File: src/common/oct_regs.svh
// timing and encoding constants for the opcode cycle timing decoder
// Operation
// - unassigned opcode map positions are undefined operations with no behaviour
// - column timing: bit test branch 3/5, bit set clear 2/5, relative 2/3
// - control ops override: return int 8, return sub 5, swi 10, wait/stop 4
// - map adjustments in parentheses are added to the column base cycles
// - decimal adjust turns binary sum of packed digits into packed decimal
// - wait enters low-power wait mode, execution suspended until exit
// - stop enters deeper stop mode, execution halted until exit
`ifndef OCT_REGS_SVH
`define OCT_REGS_SVH
// =====================================================================
// special opcodes
`define OCT_OP_INT_RETURN 8'h80
`define OCT_OP_SUB_RETURN 8'h81
`define OCT_OP_SW_INT 8'h83
`define OCT_OP_DEC_ADJUST 8'h8D
`define OCT_OP_STOP 8'h8E
`define OCT_OP_WAIT 8'h8F
`define OCT_OP_ACC_TO_INDEX 8'h97
`define OCT_OP_INDEX_TO_ACC 8'h9F
`define OCT_OP_CLR_CARRY 8'h98
`define OCT_OP_SET_CARRY 8'h99
`define OCT_OP_UNMASK_INT 8'h9A
`define OCT_OP_MASK_INT 8'h9B
`define OCT_OP_SP_REINIT 8'h9C
`define OCT_OP_NOP 8'h9D
`define OCT_OP_BRANCH_SUB 8'hAD
`define OCT_OP_STORE_IX0 8'hF7
`define OCT_OP_STORE_IX0_B 8'hFF
`define OCT_OP_TEST_DIR 8'h3D
`define OCT_OP_TEST_IX1 8'h6D
`define OCT_OP_TEST_IX0 8'h7D
`define OCT_OP_JSR_DIR 8'hBD
`define OCT_OP_JSR_EXT 8'hCD
`define OCT_OP_JSR_IX2 8'hDD
`define OCT_OP_JSR_IX1 8'hED
`define OCT_OP_JSR_IX0 8'hFD
`define OCT_OP_JMP_IX2 8'hDC
// =====================================================================
// cycle counts of special instructions
`define OCT_CYC_INT_RETURN 4'h8
`define OCT_CYC_SUB_RETURN 4'h5
`define OCT_CYC_SW_INT 4'hA
`define OCT_CYC_LOW_POWER 4'h4
`define OCT_CYC_BRANCH_SUB 4'h5
`define OCT_CYC_SHORT_CTRL 4'h2
`define OCT_CYC_ONE 4'h1
`define OCT_CYC_DEFAULT 4'h2
// =====================================================================
// decimal adjust constants
`define OCT_BCD_LOW_FIX 8'h06
`define OCT_BCD_HIGH_FIX 8'h60
`define OCT_BCD_NIBBLE_MAX 4'h9
`define OCT_BCD_BYTE_MAX 8'h99
`endif

File: src/common/oct_pkg.sv
// types shared by the opcode cycle timing decoder
package oct_pkg;
  // decode answer for one opcode
  typedef struct packed {
    logic [1:0] bytes;
    logic [3:0] cycles;
    logic illegal;
    logic is_dec_adjust;
    logic is_wait;
    logic is_stop;
  } oct_decode_type;
  // decimal adjust operands and result
  typedef struct packed {
    logic [7:0] acc;
    logic carry;
    logic half_carry;
  } oct_bcd_in_type;
  typedef struct packed {
    logic [7:0] acc;
    logic carry;
    logic negative;
    logic zero;
  } oct_bcd_out_type;
  // power state of the core
  typedef enum logic [2:0] {
    OCT_RUN = 3'b001,
    OCT_WAIT = 3'b010,
    OCT_STOP = 3'b100
  } oct_power_type;
endpackage

File: src/verilog/oct_dec_adjust.sv
// decimal adjust of the accumulator after a packed decimal add
`timescale 1ns/100ps
`include "oct_regs.svh"
module oct_dec_adjust
  import oct_pkg::*;
(
  // operands
  input wire oct_bcd_in_type i_in,
  // adjusted result
  output oct_bcd_out_type o_out
);
  logic [7:0] fix;
  logic [7:0] sum;
  // =====================================================================
  // correction: low digit over 9 or half carry, high when the byte is over 99 or carry
  always_comb
  begin
    fix = 8'h00;
    if (i_in.half_carry || (i_in.acc[3:0] > `OCT_BCD_NIBBLE_MAX))
      fix = fix | `OCT_BCD_LOW_FIX;
    if (i_in.carry || (i_in.acc > `OCT_BCD_BYTE_MAX))
      fix = fix | `OCT_BCD_HIGH_FIX;
    sum = i_in.acc + fix;
    o_out.acc = sum;
    // carry is kept when already set, as the core never clears it here
    o_out.carry = i_in.carry || fix[6];
    o_out.negative = sum[7];
    o_out.zero = (sum == 8'h00);
  end
endmodule

File: src/verilog/oct_decoder.sv
// opcode length and cycle decoder with decimal adjust and low-power entry
`timescale 1ns/100ps
`include "oct_regs.svh"
module oct_decoder
  import oct_pkg::*;
(
  // clock and control
  input wire logic i_ref_clk,
  input wire logic i_rst_n,
  input wire logic i_clk_en,
  // fetched instruction
  input wire logic i_op_valid,
  input wire logic [7:0] i_opcode,
  // accumulator and flags for decimal adjust
  input wire logic [7:0] i_acc,
  input wire logic i_carry,
  input wire logic i_half_carry,
  // wake from wait or stop
  input wire logic i_wake,
  // decode answer
  output logic o_dec_valid,
  output logic [1:0] o_bytes,
  output logic [3:0] o_cycles,
  output logic o_illegal,
  // decimal adjust result
  output logic o_acc_we,
  output logic [7:0] o_acc,
  output logic o_carry,
  output logic o_negative,
  output logic o_zero,
  // power state
  output logic o_wait_mode,
  output logic o_stop_mode,
  output logic o_exec_halt
);
  oct_decode_type dec_next;
  oct_bcd_in_type bcd_in;
  oct_bcd_out_type bcd_out;
  oct_power_type power_reg;
  oct_power_type power_next;
  logic take;

  // =====================================================================
  // column timing plus special overrides
  function automatic oct_decode_type decode_op(input logic [7:0] op);
    oct_decode_type d;
    d = '{bytes: 2'd1, cycles: `OCT_CYC_DEFAULT, illegal: 1'b0, is_dec_adjust: 1'b0,
          is_wait: 1'b0, is_stop: 1'b0};
    unique case (op[7:4])
      4'h0: d = '{2'd3, 4'h5, 1'b0, 1'b0, 1'b0, 1'b0};
      4'h1: d = '{2'd2, 4'h5, 1'b0, 1'b0, 1'b0, 1'b0};
      4'h2: d = '{2'd2, 4'h3, 1'b0, 1'b0, 1'b0, 1'b0};
      4'h3: d = '{2'd2, 4'h5, 1'b0, 1'b0, 1'b0, 1'b0};
      4'h4, 4'h5: d = '{2'd1, 4'h2, 1'b0, 1'b0, 1'b0, 1'b0};
      4'h6: d = '{2'd2, 4'h6, 1'b0, 1'b0, 1'b0, 1'b0};
      4'h7: d = '{2'd1, 4'h5, 1'b0, 1'b0, 1'b0, 1'b0};
      4'h8, 4'h9: d = '{2'd1, 4'h2, 1'b1, 1'b0, 1'b0, 1'b0};
      4'hA: d = '{2'd2, 4'h2, 1'b0, 1'b0, 1'b0, 1'b0};
      4'hB: d = '{2'd2, 4'h3, 1'b0, 1'b0, 1'b0, 1'b0};
      4'hC: d = '{2'd3, 4'h4, 1'b0, 1'b0, 1'b0, 1'b0};
      4'hD: d = '{2'd3, 4'h5, 1'b0, 1'b0, 1'b0, 1'b0};
      4'hE: d = '{2'd2, 4'h4, 1'b0, 1'b0, 1'b0, 1'b0};
      4'hF: d = '{2'd1, 4'h3, 1'b0, 1'b0, 1'b0, 1'b0};
    endcase
    // read-modify-write columns: the listed rows are unassigned
    if (op[7:4] >= 4'h3 && op[7:4] <= 4'h7)
    begin
      unique case (op[3:0])
        4'h1, 4'h2, 4'h5, 4'hB, 4'hE: d.illegal = 1'b1;
        default: d.illegal = 1'b0;
      endcase
    end
    // adjusted entries: base plus the bracketed figure
    unique case (op)
      `OCT_OP_TEST_DIR, `OCT_OP_TEST_IX1, `OCT_OP_TEST_IX0,
      `OCT_OP_JMP_IX2: d.cycles = d.cycles - 4'h1;
      `OCT_OP_JSR_IX2, `OCT_OP_JSR_IX1, `OCT_OP_STORE_IX0,
      `OCT_OP_STORE_IX0_B: d.cycles = d.cycles + 4'h1;
      `OCT_OP_JSR_DIR, `OCT_OP_JSR_EXT, `OCT_OP_JSR_IX0: d.cycles = d.cycles + 4'h2;
      default: d.cycles = d.cycles;
    endcase
    // immediate column: compare-index store and the missing row are holes
    if (op == 8'hA7 || op == 8'hAC || op == 8'hAF)
      d.illegal = 1'b1;
    // control columns: only named codes are defined
    unique case (op)
      `OCT_OP_INT_RETURN: d = '{2'd1, `OCT_CYC_INT_RETURN, 1'b0, 1'b0, 1'b0, 1'b0};
      `OCT_OP_SUB_RETURN: d = '{2'd1, `OCT_CYC_SUB_RETURN, 1'b0, 1'b0, 1'b0, 1'b0};
      `OCT_OP_SW_INT: d = '{2'd1, `OCT_CYC_SW_INT, 1'b0, 1'b0, 1'b0, 1'b0};
      `OCT_OP_DEC_ADJUST: d = '{2'd1, `OCT_CYC_SHORT_CTRL, 1'b0, 1'b1, 1'b0, 1'b0};
      `OCT_OP_STOP: d = '{2'd1, `OCT_CYC_LOW_POWER, 1'b0, 1'b0, 1'b0, 1'b1};
      `OCT_OP_WAIT: d = '{2'd1, `OCT_CYC_LOW_POWER, 1'b0, 1'b0, 1'b1, 1'b0};
      `OCT_OP_ACC_TO_INDEX, `OCT_OP_INDEX_TO_ACC, `OCT_OP_UNMASK_INT, `OCT_OP_MASK_INT,
      `OCT_OP_SP_REINIT: d = '{2'd1, `OCT_CYC_SHORT_CTRL, 1'b0, 1'b0, 1'b0, 1'b0};
      `OCT_OP_CLR_CARRY, `OCT_OP_SET_CARRY,
      `OCT_OP_NOP: d = '{2'd1, `OCT_CYC_ONE, 1'b0, 1'b0, 1'b0, 1'b0};
      `OCT_OP_BRANCH_SUB: d = '{2'd2, `OCT_CYC_BRANCH_SUB, 1'b0, 1'b0, 1'b0, 1'b0};
      default: d = d;
    endcase
    // undefined codes carry no timing so the sequencer cannot act on them
    if (d.illegal)
      d = '{2'd0, 4'h0, 1'b1, 1'b0, 1'b0, 1'b0};
    return d;
  endfunction

  // =====================================================================
  // combinational decode and adjust
  assign dec_next = decode_op(i_opcode);
  assign take = i_op_valid && (power_reg == OCT_RUN);
  assign bcd_in = '{acc: i_acc, carry: i_carry, half_carry: i_half_carry};

  oct_dec_adjust u_adjust (
    .i_in(bcd_in),
    .o_out(bcd_out)
  );

  // =====================================================================
  // registered decode answer; fetch is ignored while halted
  always_ff @(posedge i_ref_clk)
  begin
    if (!i_rst_n)
    begin
      o_dec_valid <= 1'b0;
      o_bytes <= 2'd0;
      o_cycles <= 4'h0;
      o_illegal <= 1'b0;
    end
    else if (i_clk_en)
    begin
      o_dec_valid <= take;
      if (take)
      begin
        o_bytes <= dec_next.bytes;
        o_cycles <= dec_next.cycles;
        o_illegal <= dec_next.illegal;
      end
    end
  end

  // =====================================================================
  // decimal adjust write-back, one pulse per executed adjust
  always_ff @(posedge i_ref_clk)
  begin
    if (!i_rst_n)
    begin
      o_acc_we <= 1'b0;
      o_acc <= 8'h00;
      o_carry <= 1'b0;
      o_negative <= 1'b0;
      o_zero <= 1'b0;
    end
    else if (i_clk_en)
    begin
      o_acc_we <= take && dec_next.is_dec_adjust;
      if (take && dec_next.is_dec_adjust)
      begin
        o_acc <= bcd_out.acc;
        o_carry <= bcd_out.carry;
        o_negative <= bcd_out.negative;
        o_zero <= bcd_out.zero;
      end
    end
  end

  // =====================================================================
  // power state: wake leaves either mode; entry waits for the fetch
  always_comb
  begin
    power_next = power_reg;
    unique case (power_reg)
      OCT_RUN:
      begin
        if (take && dec_next.is_wait)
          power_next = OCT_WAIT;
        else if (take && dec_next.is_stop)
          power_next = OCT_STOP;
      end
      OCT_WAIT: if (i_wake) power_next = OCT_RUN;
      OCT_STOP: if (i_wake) power_next = OCT_RUN;
      default: power_next = OCT_RUN;
    endcase
  end

  always_ff @(posedge i_ref_clk)
  begin
    if (!i_rst_n)
    begin
      power_reg <= OCT_RUN;
      o_wait_mode <= 1'b0;
      o_stop_mode <= 1'b0;
      o_exec_halt <= 1'b0;
    end
    else if (i_clk_en)
    begin
      power_reg <= power_next;
      o_wait_mode <= (power_next == OCT_WAIT);
      o_stop_mode <= (power_next == OCT_STOP);
      o_exec_halt <= (power_next != OCT_RUN);
    end
  end
endmodule

File: config.mk
export PLATFORM = sky130hd
export DESIGN_NAME = oct_decoder
export DESIGN_NICKNAME = d
export VERILOG_FILES = /design/src/common/oct_pkg.sv /design/src/verilog/oct_dec_adjust.sv /design/src/verilog/oct_decoder.sv
export VERILOG_INCLUDE_DIRS = /design/src /design/src/common
export SDC_FILE = /design/constraint.sdc
export NUM_CORES = 1
export LEC_CHECK = 0
export ABC_AREA = 1
export BUFFER_PORTS_ARGS = -buffer_cell sky130_fd_sc_hd__buf_4
export CORE_MARGIN = 5
export CORE_UTILIZATION = 30
export CTS_BUF_LIST = sky130_fd_sc_hd__clkbuf_16
export DETAILED_ROUTE_END_ITERATION = 8
export PLACE_DENSITY = 0.47
export SLEW_MARGIN = 20
export SYNTH_ARGS = -nofsm -noshare
export SYNTH_HDL_FRONTEND = slang
export SYNTH_HIERARCHICAL = 1
export SYNTH_SLANG_ARGS = --single-unit
File: constraint.sdc
create_clock -name i_ref_clk -period 2.48 [get_ports i_ref_clk]
set_input_delay 0.248 -clock i_ref_clk [delete_from_list [all_inputs] [get_ports i_ref_clk]]
set_output_delay 0.248 -clock i_ref_clk [all_outputs]
set_load 0.01 [all_outputs]
# Yosys cells after proc, flatten, opt, wreduce, memory -nomap -nowiden
# Memory sizes are Yosys's and may differ from the RTL's.
# Index checks and enable logic that the tools add are counted.
totals:
  ff_bits: 26
  mem_bits_ro: 96
  in_bits: 23
  out_inout_bits: 23
  elab_cells: 94
  memories: 1
memory_table:
  columns: ["name", "words", "width", "rd", "rd_ports_with_merged_regs", "wr", "line_no", "rtl"]
  rows:
  - ["(name not given)", 16, 6, 1, 0, 0, "oct_decoder.sv:49", "unique case (op[7:4])"]
classes:
  add_sub_neg: 4
  n_lt_le_gt_ge: 4
  n_eq_ne: 40
  mux: 12
  reduce_logical: 20
ops:
  columns: ["operator", "n"]
  rows:
  - ["equality test 8 bit (second input constant)", 26]
  - ["case mux 10 bit (9 select lines)", 1]
  - ["equality test 8 x 7 -> 1 bit (second input constant)", 2]
  - ["2-to-1 mux 3 bit", 4]
  - ["case mux 4 bit (3 select lines)", 1]
  - ["2-to-1 mux 10 bit", 1]
  - ["OR reduction 5 bit", 2]
  - ["adder 8 bit", 1]
  - ["equality test 4 bit (second input constant)", 2]
  - ["equality test 8 x 6 -> 1 bit (second input constant)", 1]
  - ["> comparator 8 bit (second input constant)", 1]
  - ["zero test 8 bit", 1]
  - ["OR reduction 4 bit", 2]
  - ["2-to-1 mux 7 bit", 1]
  - ["equality test 3 x 2 -> 1 bit (second input constant)", 2]
  - ["equality test 3 bit (second input constant)", 2]
  - ["case mux 3 bit (2 select lines)", 1]
  - ["OR reduction 3 bit", 2]
  - ["logical AND 1 bit", 5]
  - ["logical OR 1 bit", 5]
  - ["adder 4 x 1 -> 4 bit (second input constant)", 1]
  - ["adder 4 x 2 -> 4 bit (second input constant)", 1]
  - ["equality test 4 x 1 -> 1 bit (second input constant)", 1]
  - ["equality test 4 x 2 -> 1 bit (second input constant)", 1]
  - ["other kinds (10)", 13]

# Logic depth before layout (Yosys ltp)
# Gate-level depths: netlist of run 1.
depth:
  word_depth: 12
  depth_mapped: 15
  mapped_depth_nobuf: 14

# Cells and area by module
# Netlist of run 1, hierarchy kept.
modules_own_cells:
  columns: ["module", "instances", "cells_per_inst", "area_per_inst_um2", "seq_area_each_um2"]
  rows:
  - ["oct_decoder", 1, 265, 1744.2, 520.5]
  - ["oct_dec_adjust", 1, 59, 320.3, 0.0]

# Least setup slack after synthesis of run 1
# Ideal clock, no wire load.
synth_timing:
  path_kind: "input to register"
  start: "input i_acc[3]"
  end: "register o_acc[7]"
  arrival_ns: 1.852
  path_slack_ns: 0.513
  cell_stages: 14
  path_cell_list: "buf_6 -> o21ai_0 -> nand2_1 -> ha_1 -> fa_1 -> inv_1 -> nor2_1 -> nand3_1 -> nand3_1 -> nand2_1 -> inv_1 -> buf_4 -> o21ai_0 -> nor2_1"
synth_rtl:
  columns: ["item", "line_no", "rtl"]
  rows:
  - ["start: declaration", "oct_decoder.sv:15", "input wire logic [7:0] i_acc,"]
  - ["end signal: assignment", "oct_decoder.sv:157", "o_acc <= bcd_out.acc;"]
  - ["end: declaration", "oct_decoder.sv:27", "output logic [7:0] o_acc,"]

==> results of run 1 <==
[layout make-up]
| class | instances | area [um2] | area share, % |
|---|---|---|---|
| Sequential cell | 26 | 520 | 20.6 |
| Tap cell | 80 | 100 | 3.97 |
| Timing Repair Buffer | 45 | 338 | 13.4 |
| Clock buffer | 3 | 75.1 | 2.98 |
| Multi-Input combinational cell | 246 | 1330 | 52.6 |
| Inverter | 43 | 161 | 6.40 |
[cell families after synthesis]
| group | count (synthesis) | synth area share [%] |
|---|---|---|
| xor+xnor | 2 | 0.849 |
| fa+ha+maj | 9 | 6.18 |
| compound gates | 52 | 15.1 |
| buf+inv | 52 | 10.5 |
| simple gates | 183 | 42.2 |
| flops | 26 | 25.2 |
[cells in the mapped netlist (2+ instances only)]
cell and number:
a21o_1 2, nand3_1 22, nor2_1 54, inv_2 12, o211ai_1 4, nand4_1 3
o21ai_1 3, nor2_2 5, ha_1 7, a21oi_1 14, nand2_2 10, nor2_4 6
dfxtp_1 26, nand3_2 4, buf_2 2, buf_4 3, fa_1 2, inv_1 31
a21oi_2 5, o21ai_0 21, clkbuf_1 2, nand2_1 74
[where the power goes]
group,internal (mW),total (mW),leakage (nW),switching (mW)
combinational,0.112,0.286,0.983,0.175
clock,0.213,0.351,0.0370,0.137
sequential,0.429,0.436,0.211,0.00692
total,0.754,1.07,1.23,0.319
[layer usage]
metal | wire length, um | share of wire [%] | global-route usage [%]
met1 | 2610 | 49 | 16.9
met2 | 2430 | 46 | 20.8
met4 | 40 | 0.76 | 2.20
met5 | 0 | 0 | 0
met3 | 193 | 3.7 | 2.27
[critical path, cell delays in order]
cell	delay, ns
buf_4	0.13
o21ai_0	0.24
nand2_1	0.17
ha_1	0.25
fa_1	0.42
inv_1	0.09
nor2_1	0.06
nand3_1	0.06
nand3_1	0.07
nand2_1	0.12
inv_1	0.06
o21ai_0	0.19
nor2_1	0.05
[final timing paths]
path	end	slack, ns	from	cells after the start
worst max-delay path	o_acc[7]	0.47	i_acc[2]	13
worst min register to register	o_wait_mode	0.47	o_wait_mode	2
worst max register to register	o_acc[3]	0.64	power_reg[2]	8
worst min-delay path	power_reg[0]	0.22	i_clk_en	2
==> impl_metrics.py, run 1 <==
metrics = {
    "synth": {
        "yosysTopAreaCell": "dfxtp_1",
        "yosysSeqAreaShare_pct": 25.2,
        "synthCells": 324,
        "synthesis.nets": 356,
        "avgSynthCellArea_um2": 6.37,
        "synth-main-ff-cell": "dfxtp_1",
        "synth_top_area_share_pct": 25.2,
        "ys_warn_count": 6,
        "syn_area_um2": 2060,
        "ys_types": 34,
        "netlist_top_cells_area": "dfxtp_1, nand2_1, nor2_1",
        "synth_edf_count": 0,
        "synthArstFlopShare_pct": 0,
        "ys_ff_latch": 26,
    },
    "layout": {
        "fin_area_um2": 2520,
        "final_cell_mix": "nand2_1, nor2_1, buf_4, inv_1, dfxtp_1",
        "diodes": 0,
        "fin_util_pct": 37.3,
        "fillerInstances": 756,
        "nets": 397,
        "final_common_cell": "nand2_1",
        "largest_reg_flops": 8,
        "area_growth_pct": 22.2,
        "drive_gt1_share_pct": 25.9,
        "final_cells": 443,
    },
    "clocking": {
        "hold_buffers": 0,
        "cts_resized": 0,
        "clock_sinks": 26,
        "h-tree-depth": 1,
        "post_cts_buffers": 0,
        "clock_latency_ns": 0.25,
        "cts.reportedPaths.clkPinSlew_ns": 0.06,
        "clock-root-buffer": "clkbuf_16",
        "cts_buffer_depth": 2,
        "cts_buffers": 3,
        "cts_tree": "done",
    },
    "power_and_ir_drop": {
        "p_leak_nw": 1.23,
        "irDropWorstVdd_v": 0.000241,
        "powerDensity_nw_per_um2": 425,
        "finalPower_mw": 1.07,
    },
    "route": {
        "via_per_inst": 4.63,
        "drt-initial-drc-count": 103,
        "first_pass_iters": 4,
        "postRouteAntennaNets": 0,
        "vias": 2051,
        "wl_per_cell_um": 11.9,
        "drc_errors": 0,
        "wl_mm": 5.28,
    },
    "sta": {
        "fin_hold_ws_ns": 0.221,
        "final_max_slew_viol_count": 0,
        "fin_crit_ns": 2.01,
        "period_share_pct": 81.2,
        "tightest_slew_ns": 0.460,
        "finalHoldViolations": 0,
        "max_freq_mhz": 497,
        "clock_skew_ns": 0.00105,
        "finalSetupViolations": 0,
        "tns_ns": 0,
        "maxSlewHeadroom_pct": 69.0,
        "rsz0062_at_grt": "false",
        "layout_setup_ws_ns": 0.467,
    },
    "place": {
        "io_buffer_count": 45,
        "gp_congestion": 0.842,
        "dp_cells": 440,
        "placed_area_um2": 2450,
        "pre_cts_ws_ns": 0.195,
        "hpwl_mm": 4.30,
    },
    "floorplan": {
        "die_x_um": 93.0,
        "placementRows": 30,
        "coreArea_um2": 6760,
        "start_util_pct": 30.6,
        "fp.dieH_um": 93.0,
        "die_area_um2": 8640,
        "ios": 46,
    },
    "global_route": {
        "grt_pass1_vias": 1928,
        "grt_pass1_wl_mm": 8.84,
        "grt_max_degree": 16,
        "antenna_found_initial": 0,
        "overflow": 0,
        "grt_usage_pct": 12.5,
    },
    "critical_path": {
        "arrival_ns": 2.16,
        "critPathKind": "primary input to register",
        "crit_fanout": 4,
        "required_ns": 2.63,
        "worstSetupStartpointType": "primary input",
        "worst_setup_path_end_kind": "register",
    },
    "job": {
        "cap_viol_max_count": 0,
    },
    "hold_path": {
        "hold_class": "primary input to register",
    },
    "run_status": {
        "status": "finished, final reports clean",
    },
}
Note: power is estimated with default switching activity, not from simulation.
==> run 2: changes to the inputs <==
- clock period: 2.48 -> 1.9 ns (I/O delays scaled with it)
==> impl_metrics.py, run 2 (synthesized netlist as in run 1, its figures left out) <==
metrics = {
    "sta": {
        "tns_ns": 0,
        "max_freq_mhz": 577,
        "finalSetupViolations": 0,
        "clock_skew_ns": 0.00302,
        "fin_crit_ns": 1.73,
        "rsz0062_at_grt": "false",
        "fin_hold_ws_ns": 0.157,
        "finalHoldViolations": 0,
        "final_max_slew_viol_count": 0,
        "tightest_slew_ns": 0.459,
        "period_share_pct": 91.2,
        "maxSlewHeadroom_pct": 69.1,
        "layout_setup_ws_ns": 0.166,
    },
    "clocking": {
        "clock_latency_ns": 0.26,
        "h-tree-depth": 1,
        "clock-root-buffer": "clkbuf_16",
        "cts.reportedPaths.clkPinSlew_ns": 0.06,
        "post_cts_buffers": 0,
        "cts_buffer_depth": 2,
        "clock_sinks": 26,
        "cts_tree": "done",
        "cts_resized": 0,
        "cts_buffers": 3,
        "hold_buffers": 0,
    },
    "floorplan": {
        "die_x_um": 93.0,
        "start_util_pct": 30.6,
        "placementRows": 30,
        "coreArea_um2": 6760,
        "fp.dieH_um": 93.0,
        "ios": 46,
        "die_area_um2": 8640,
    },
    "layout": {
        "multi_input_area_um2": 1330,
        "ff_latch_area_um2": 520,
        "final_common_cell": "buf_4",
        "drive_gt1_share_pct": 33.5,
        "diodes": 0,
        "fillerInstances": 752,
        "area_growth_pct": 38.5,
        "final_cell_mix": "buf_4, nand2_1, nor2_1, inv_1, dfxtp_1",
        "largest_reg_flops": 8,
        "nets": 436,
    },
    "place": {
        "hpwl_mm": 4.53,
        "pre_cts_ws_ns": -0.142,
        "io_buffer_count": 45,
        "gp_congestion": 0.825,
    },
    "global_route": {
        "grt_pass1_vias": 2026,
        "grt_pass1_wl_mm": 9.25,
        "overflow": 0,
        "grt_max_degree": 16,
        "grt_usage_pct": 12.9,
        "antenna_found_initial": 0,
    },
    "power_and_ir_drop": {
        "seqPwrFrac_pct": 35.3,
        "p_leak_nw": 1.43,
        "powerDensity_nw_per_um2": 564,
        "internal_power_mw": 1.18,
        "irDropWorstVdd_v": 0.000384,
        "switchingPower_mw": 0.433,
        "combPwrFrac_pct": 27.3,
        "pwr-share-clk_pct": 37.3,
        "switching_share_pct": 26.8,
    },
    "run_status": {
        "status": "finished, final reports clean",
    },
    "route": {
        "wl_mm": 5.42,
        "drt-initial-drc-count": 94,
        "via_per_inst": 4.54,
        "postRouteAntennaNets": 0,
        "vias": 2195,
        "drc_errors": 0,
        "first_pass_iters": 4,
        "wl_per_cell_um": 11.2,
    },
    "hold_path": {
        "hold_class": "primary input to register",
    },
    "critical_path": {
        "arrival_ns": 1.87,
        "worstSetupStartpointType": "primary input",
        "required_ns": 2.03,
        "crit_fanout": 4,
        "worst_setup_path_end_kind": "register",
        "critPathKind": "primary input to register",
    },
    "job": {
        "cap_viol_max_count": 0,
    },
}
[run 2: metal layers]
layer  track usage [%]  vias up  part of all wire (%)
met5                 0        -                     0
met4              1.47        0                  0.46
met3              2.11        2                   3.3
met2              20.3       40                    44
met1              19.0      966                    52
li1                  -     1187                     -
[run 2: final cells by class]
cell class / count / area share, %
Sequential cell: 26 / 18.2
Inverter: 43 / 5.64
Multi-Input combinational cell: 246 / 46.5
Clock buffer: 3 / 2.62
Timing Repair Buffer: 84 / 22.5
Tap cell: 80 / 3.50
Clock inverter: 1 / 1.05
[run 2: final timing paths]
path,slack (ns),endpoint,startpoint,cells after the start
setup / recovery,0.17,o_cycles[2],i_opcode[5],15
hold / removal,0.16,power_reg[0],i_clk_en,2
setup reg to reg,0.27,o_zero,power_reg[2],8
hold reg to reg,0.47,o_wait_mode,o_wait_mode,2
[run 2: critical path, stage by stage]
cell,delay (ns)
buf_4,0.13
buf_4,0.13
nand2_1,0.12
nand2_1,0.06
nand3_1,0.08
nand2_1,0.07
inv_1,0.13
ha_1,0.28
buf_4,0.14
xnor2_1,0.14
nor2_1,0.06
nor2_1,0.09
nand3_1,0.11
nand3_2,0.09
a21oi_2,0.04
[run 2: power groups by stage]
stage	combinational (mW)	sequential (mW)	clock (mW)
after floorplan	0.255	0.585	0
after global placement	0.443	0.582	0
after detailed placement	0.443	0.582	0
after CTS	0.445	0.570	0.620
after global routing	0.499	0.571	0.651
final	0.441	0.570	0.603
[run 2: per-stage QoR]
stage	power (mW)	utilization, %	std cells	cell area (um2)
after CTS	1.63	42.3	483	2860
after detailed placement	1.03	40.8	479	2760
after global placement	1.03	40.8	479	2760
after global routing	1.72	42.3	483	2860
final	1.61	42.3	483	2860
after floorplan	0.839	-	324	2070
==> run 3: changes to the inputs <==
- ABC_AREA: 1 -> 0
- PLACE_DENSITY: 0.47 -> 0.48
==> impl_metrics.py, run 3 <==
metrics = {
    "global_route": {
        "grt_pass1_wl_mm": 9.34,
        "grt_max_degree": 23,
        "overflow": 0,
        "grt_usage_pct": 13.0,
        "antenna_found_initial": 0,
        "grt_pass1_vias": 2003,
    },
    "sta": {
        "period_share_pct": 95.8,
        "max_freq_mhz": 549,
        "tns_ns": 0,
        "rsz0062_at_grt": "true",
        "final_max_slew_viol_count": 0,
        "finalHoldViolations": 0,
        "fin_hold_ws_ns": 0.213,
        "maxSlewHeadroom_pct": 59.9,
        "finalSetupViolations": 0,
        "fin_crit_ns": 1.82,
        "clock_skew_ns": 0.00222,
        "tightest_slew_ns": 0.599,
    },
    "layout": {
        "fillerInstances": 652,
        "area_growth_pct": 42.6,
        "nets": 367,
        "diodes": 0,
        "drive_gt1_share_pct": 35.6,
        "ff_latch_area_um2": 520,
        "final_common_cell": "buf_4",
        "multi_input_area_um2": 1430,
        "largest_reg_flops": 8,
        "final_cell_mix": "buf_4, nand2_1, dfxtp_1, nor2_1, a21oi_1",
    },
    "power_and_ir_drop": {
        "switching_share_pct": 27.7,
        "internal_power_mw": 1.07,
        "pwr-share-clk_pct": 31.4,
        "irDropWorstVdd_v": 0.000263,
        "switchingPower_mw": 0.409,
        "powerDensity_nw_per_um2": 521,
        "seqPwrFrac_pct": 38.2,
        "p_leak_nw": 1.18,
        "combPwrFrac_pct": 30.4,
    },
    "synth": {
        "synth-main-ff-cell": "dfxtp_1",
        "synth_top_area_share_pct": 26.1,
        "avgSynthCellArea_um2": 7.72,
        "synth_commonest_cells": "nand2_1, dfxtp_1, a21oi_1, nor2_1, a21boi_0",
        "netlist_top_cells_area": "dfxtp_1, nand2_1, ha_1",
        "synth_edf_count": 0,
        "yosysTopAreaCell": "dfxtp_1",
        "synthArstFlopShare_pct": 0,
        "syn_area_um2": 1990,
        "ys_warn_count": 6,
        "ys_ff_latch": 26,
        "ys_types": 62,
        "synthCells": 258,
        "yosysSeqAreaShare_pct": 26.1,
        "yosysMostFrequentCell": "nand2_1",
        "synthesis.nets": 290,
    },
    "critical_path": {
        "reg2reg_from": "power_reg[1]",
        "required_ns": 2.04,
        "critPathKind": "primary input to register",
        "r2r-end": "o_acc[7]",
        "worst_setup_path_end_kind": "register",
        "rrSetupSlack_ns": 0.25,
        "arrival_ns": 1.96,
        "worstSetupStartpointType": "primary input",
        "crit_fanout": 4,
        "rr_worst_depth": 7,
    },
    "clocking": {
        "cts_tree": "done",
        "h-tree-depth": 1,
        "clock-root-buffer": "clkbuf_16",
        "cts.reportedPaths.clkPinSlew_ns": 0.06,
        "clock_latency_ns": 0.26,
        "cts_buffer_depth": 2,
        "clock_sinks": 26,
        "post_cts_buffers": 0,
        "cts_buffers": 3,
    },
    "floorplan": {
        "die_area_um2": 8360,
        "ios": 46,
        "die_x_um": 91.5,
        "start_util_pct": 31.2,
        "coreArea_um2": 6390,
        "fp.dieH_um": 91.5,
        "placementRows": 29,
    },
    "route": {
        "wl_mm": 5.42,
        "drt-initial-drc-count": 56,
        "wl_per_cell_um": 13.2,
        "first_pass_iters": 4,
        "drc_errors": 0,
        "vias": 2059,
        "via_per_inst": 5.01,
        "postRouteAntennaNets": 0,
    },
    "place": {
        "gp_congestion": 0.852,
        "hpwl_mm": 4.36,
        "io_buffer_count": 45,
    },
    "hold_path": {
        "worstHoldStart": "i_acc[0]",
        "whs_path_depth": 3,
        "worstHoldEndpoint": "o_acc[0]",
        "hold_class": "primary input to register",
    },
    "run_status": {
        "status": "finished, final reports clean",
    },
    "job": {
        "cap_viol_max_count": 0,
    },
}
[run 3: changes by cell type in the layout (fill, tap and decap cells not counted), sizes merged, moves of 6 or more]
cell | before | now
nor2 | 66 | 17
nand2 | 85 | 47
inv | 43 | 10
nand3 | 27 | 3
a21boi | 0 | 12
o21ai | 24 | 15
xnor2 | 1 | 8
buf | 84 | 90
nor3 | 1 | 7
[run 3: worst max-delay path by stage]
stage / from / end / slack (ns)
after CTS: i_acc[2] / o_zero / 0.05
after global placement: i_acc[2] / o_zero / -0.19
after global routing: i_acc[2] / o_zero / -0.004
after floorplan: i_opcode[1] / o_cycles[1] / -0.02
final: i_opcode[5] / o_cycles[1] / 0.08
after detailed placement: i_acc[2] / o_zero / -0.22
[run 3: cell families (layout without fill, tap and decap cells)]
| logic type | count (synthesis) | in the layout | synth area share (%) |
|---|---|---|---|
| compound gates | 82 | 82 | 30.0 |
| xor+xnor | 10 | 10 | 4.40 |
| fa+ha+maj | 9 | 9 | 6.41 |
| buf+inv | 28 | 104 | 6.91 |
| flops | 26 | 26 | 26.1 |
| mux | 1 | 1 | 0.566 |
| simple gates | 102 | 102 | 25.6 |
[run 3: layer usage]
metal  GRT usage [%]  vias to the layer above  part of all wire (%)
li1                -                     1088                     -
met1            17.8                      940                    49
met2            21.4                       29                    47
met3            2.15                        2                   3.4
met4            2.93                        0                  0.52
met5               0                        -                     0
[run 3: layout make-up]
| cell class | count | area share (%) |
|---|---|---|
| clock buffer | 3 | 2.64 |
| clock inverter | 1 | 0.132 |
| inverter | 10 | 1.41 |
| multi-input combinational | 204 | 50.3 |
| sequential | 26 | 18.3 |
| tap | 77 | 3.39 |
| timing repair buffer | 90 | 23.8 |
[run 3: stage by stage]
| step | utilization [%] | total power [mW] | cells | setup WS (ns) | instance area, um2 |
|---|---|---|---|---|---|
| finish | 44.5 | 1.48 | 411 | 0.0800 | 2840 |
| detailed placement | 42.5 | 1.01 | 407 | -0.216 | 2720 |
| CTS | 43.8 | 1.49 | 411 | 0.0497 | 2790 |
| global placement | 42.5 | 1.01 | 407 | -0.187 | 2720 |
| floorplan | - | 0.834 | 258 | -0.0169 | 2060 |
| global route | 44.5 | 1.57 | 411 | -0.00366 | 2840 |
[run 3: critical path, stage by stage]
cell and delay [ns]:
buf_4 0.12, and2_4 0.16, or3_4 0.35, nand2_4 0.10, fa_2 0.44, a221o_1 0.27
a32oi_1 0.22, o21ai_1 0.10
[run 3: repair_timing]
item / 4_1_cts / 5_1_grt
endpoints found under the setup margin: 0 / 4
hold buffers: 0 / 0
endpoints found under the hold margin: 0 / 0
resized for setup: 0 / 7
[run 3: power groups by stage]
stage / Sequential (mW) / Clock (mW) / Combinational, mW
finish: 0.565 / 0.464 / 0.450
global route: 0.566 / 0.505 / 0.499
CTS: 0.565 / 0.484 / 0.437
detailed placement: 0.577 / 0 / 0.435
global placement: 0.577 / 0 / 0.438
floorplan: 0.581 / 0 / 0.252
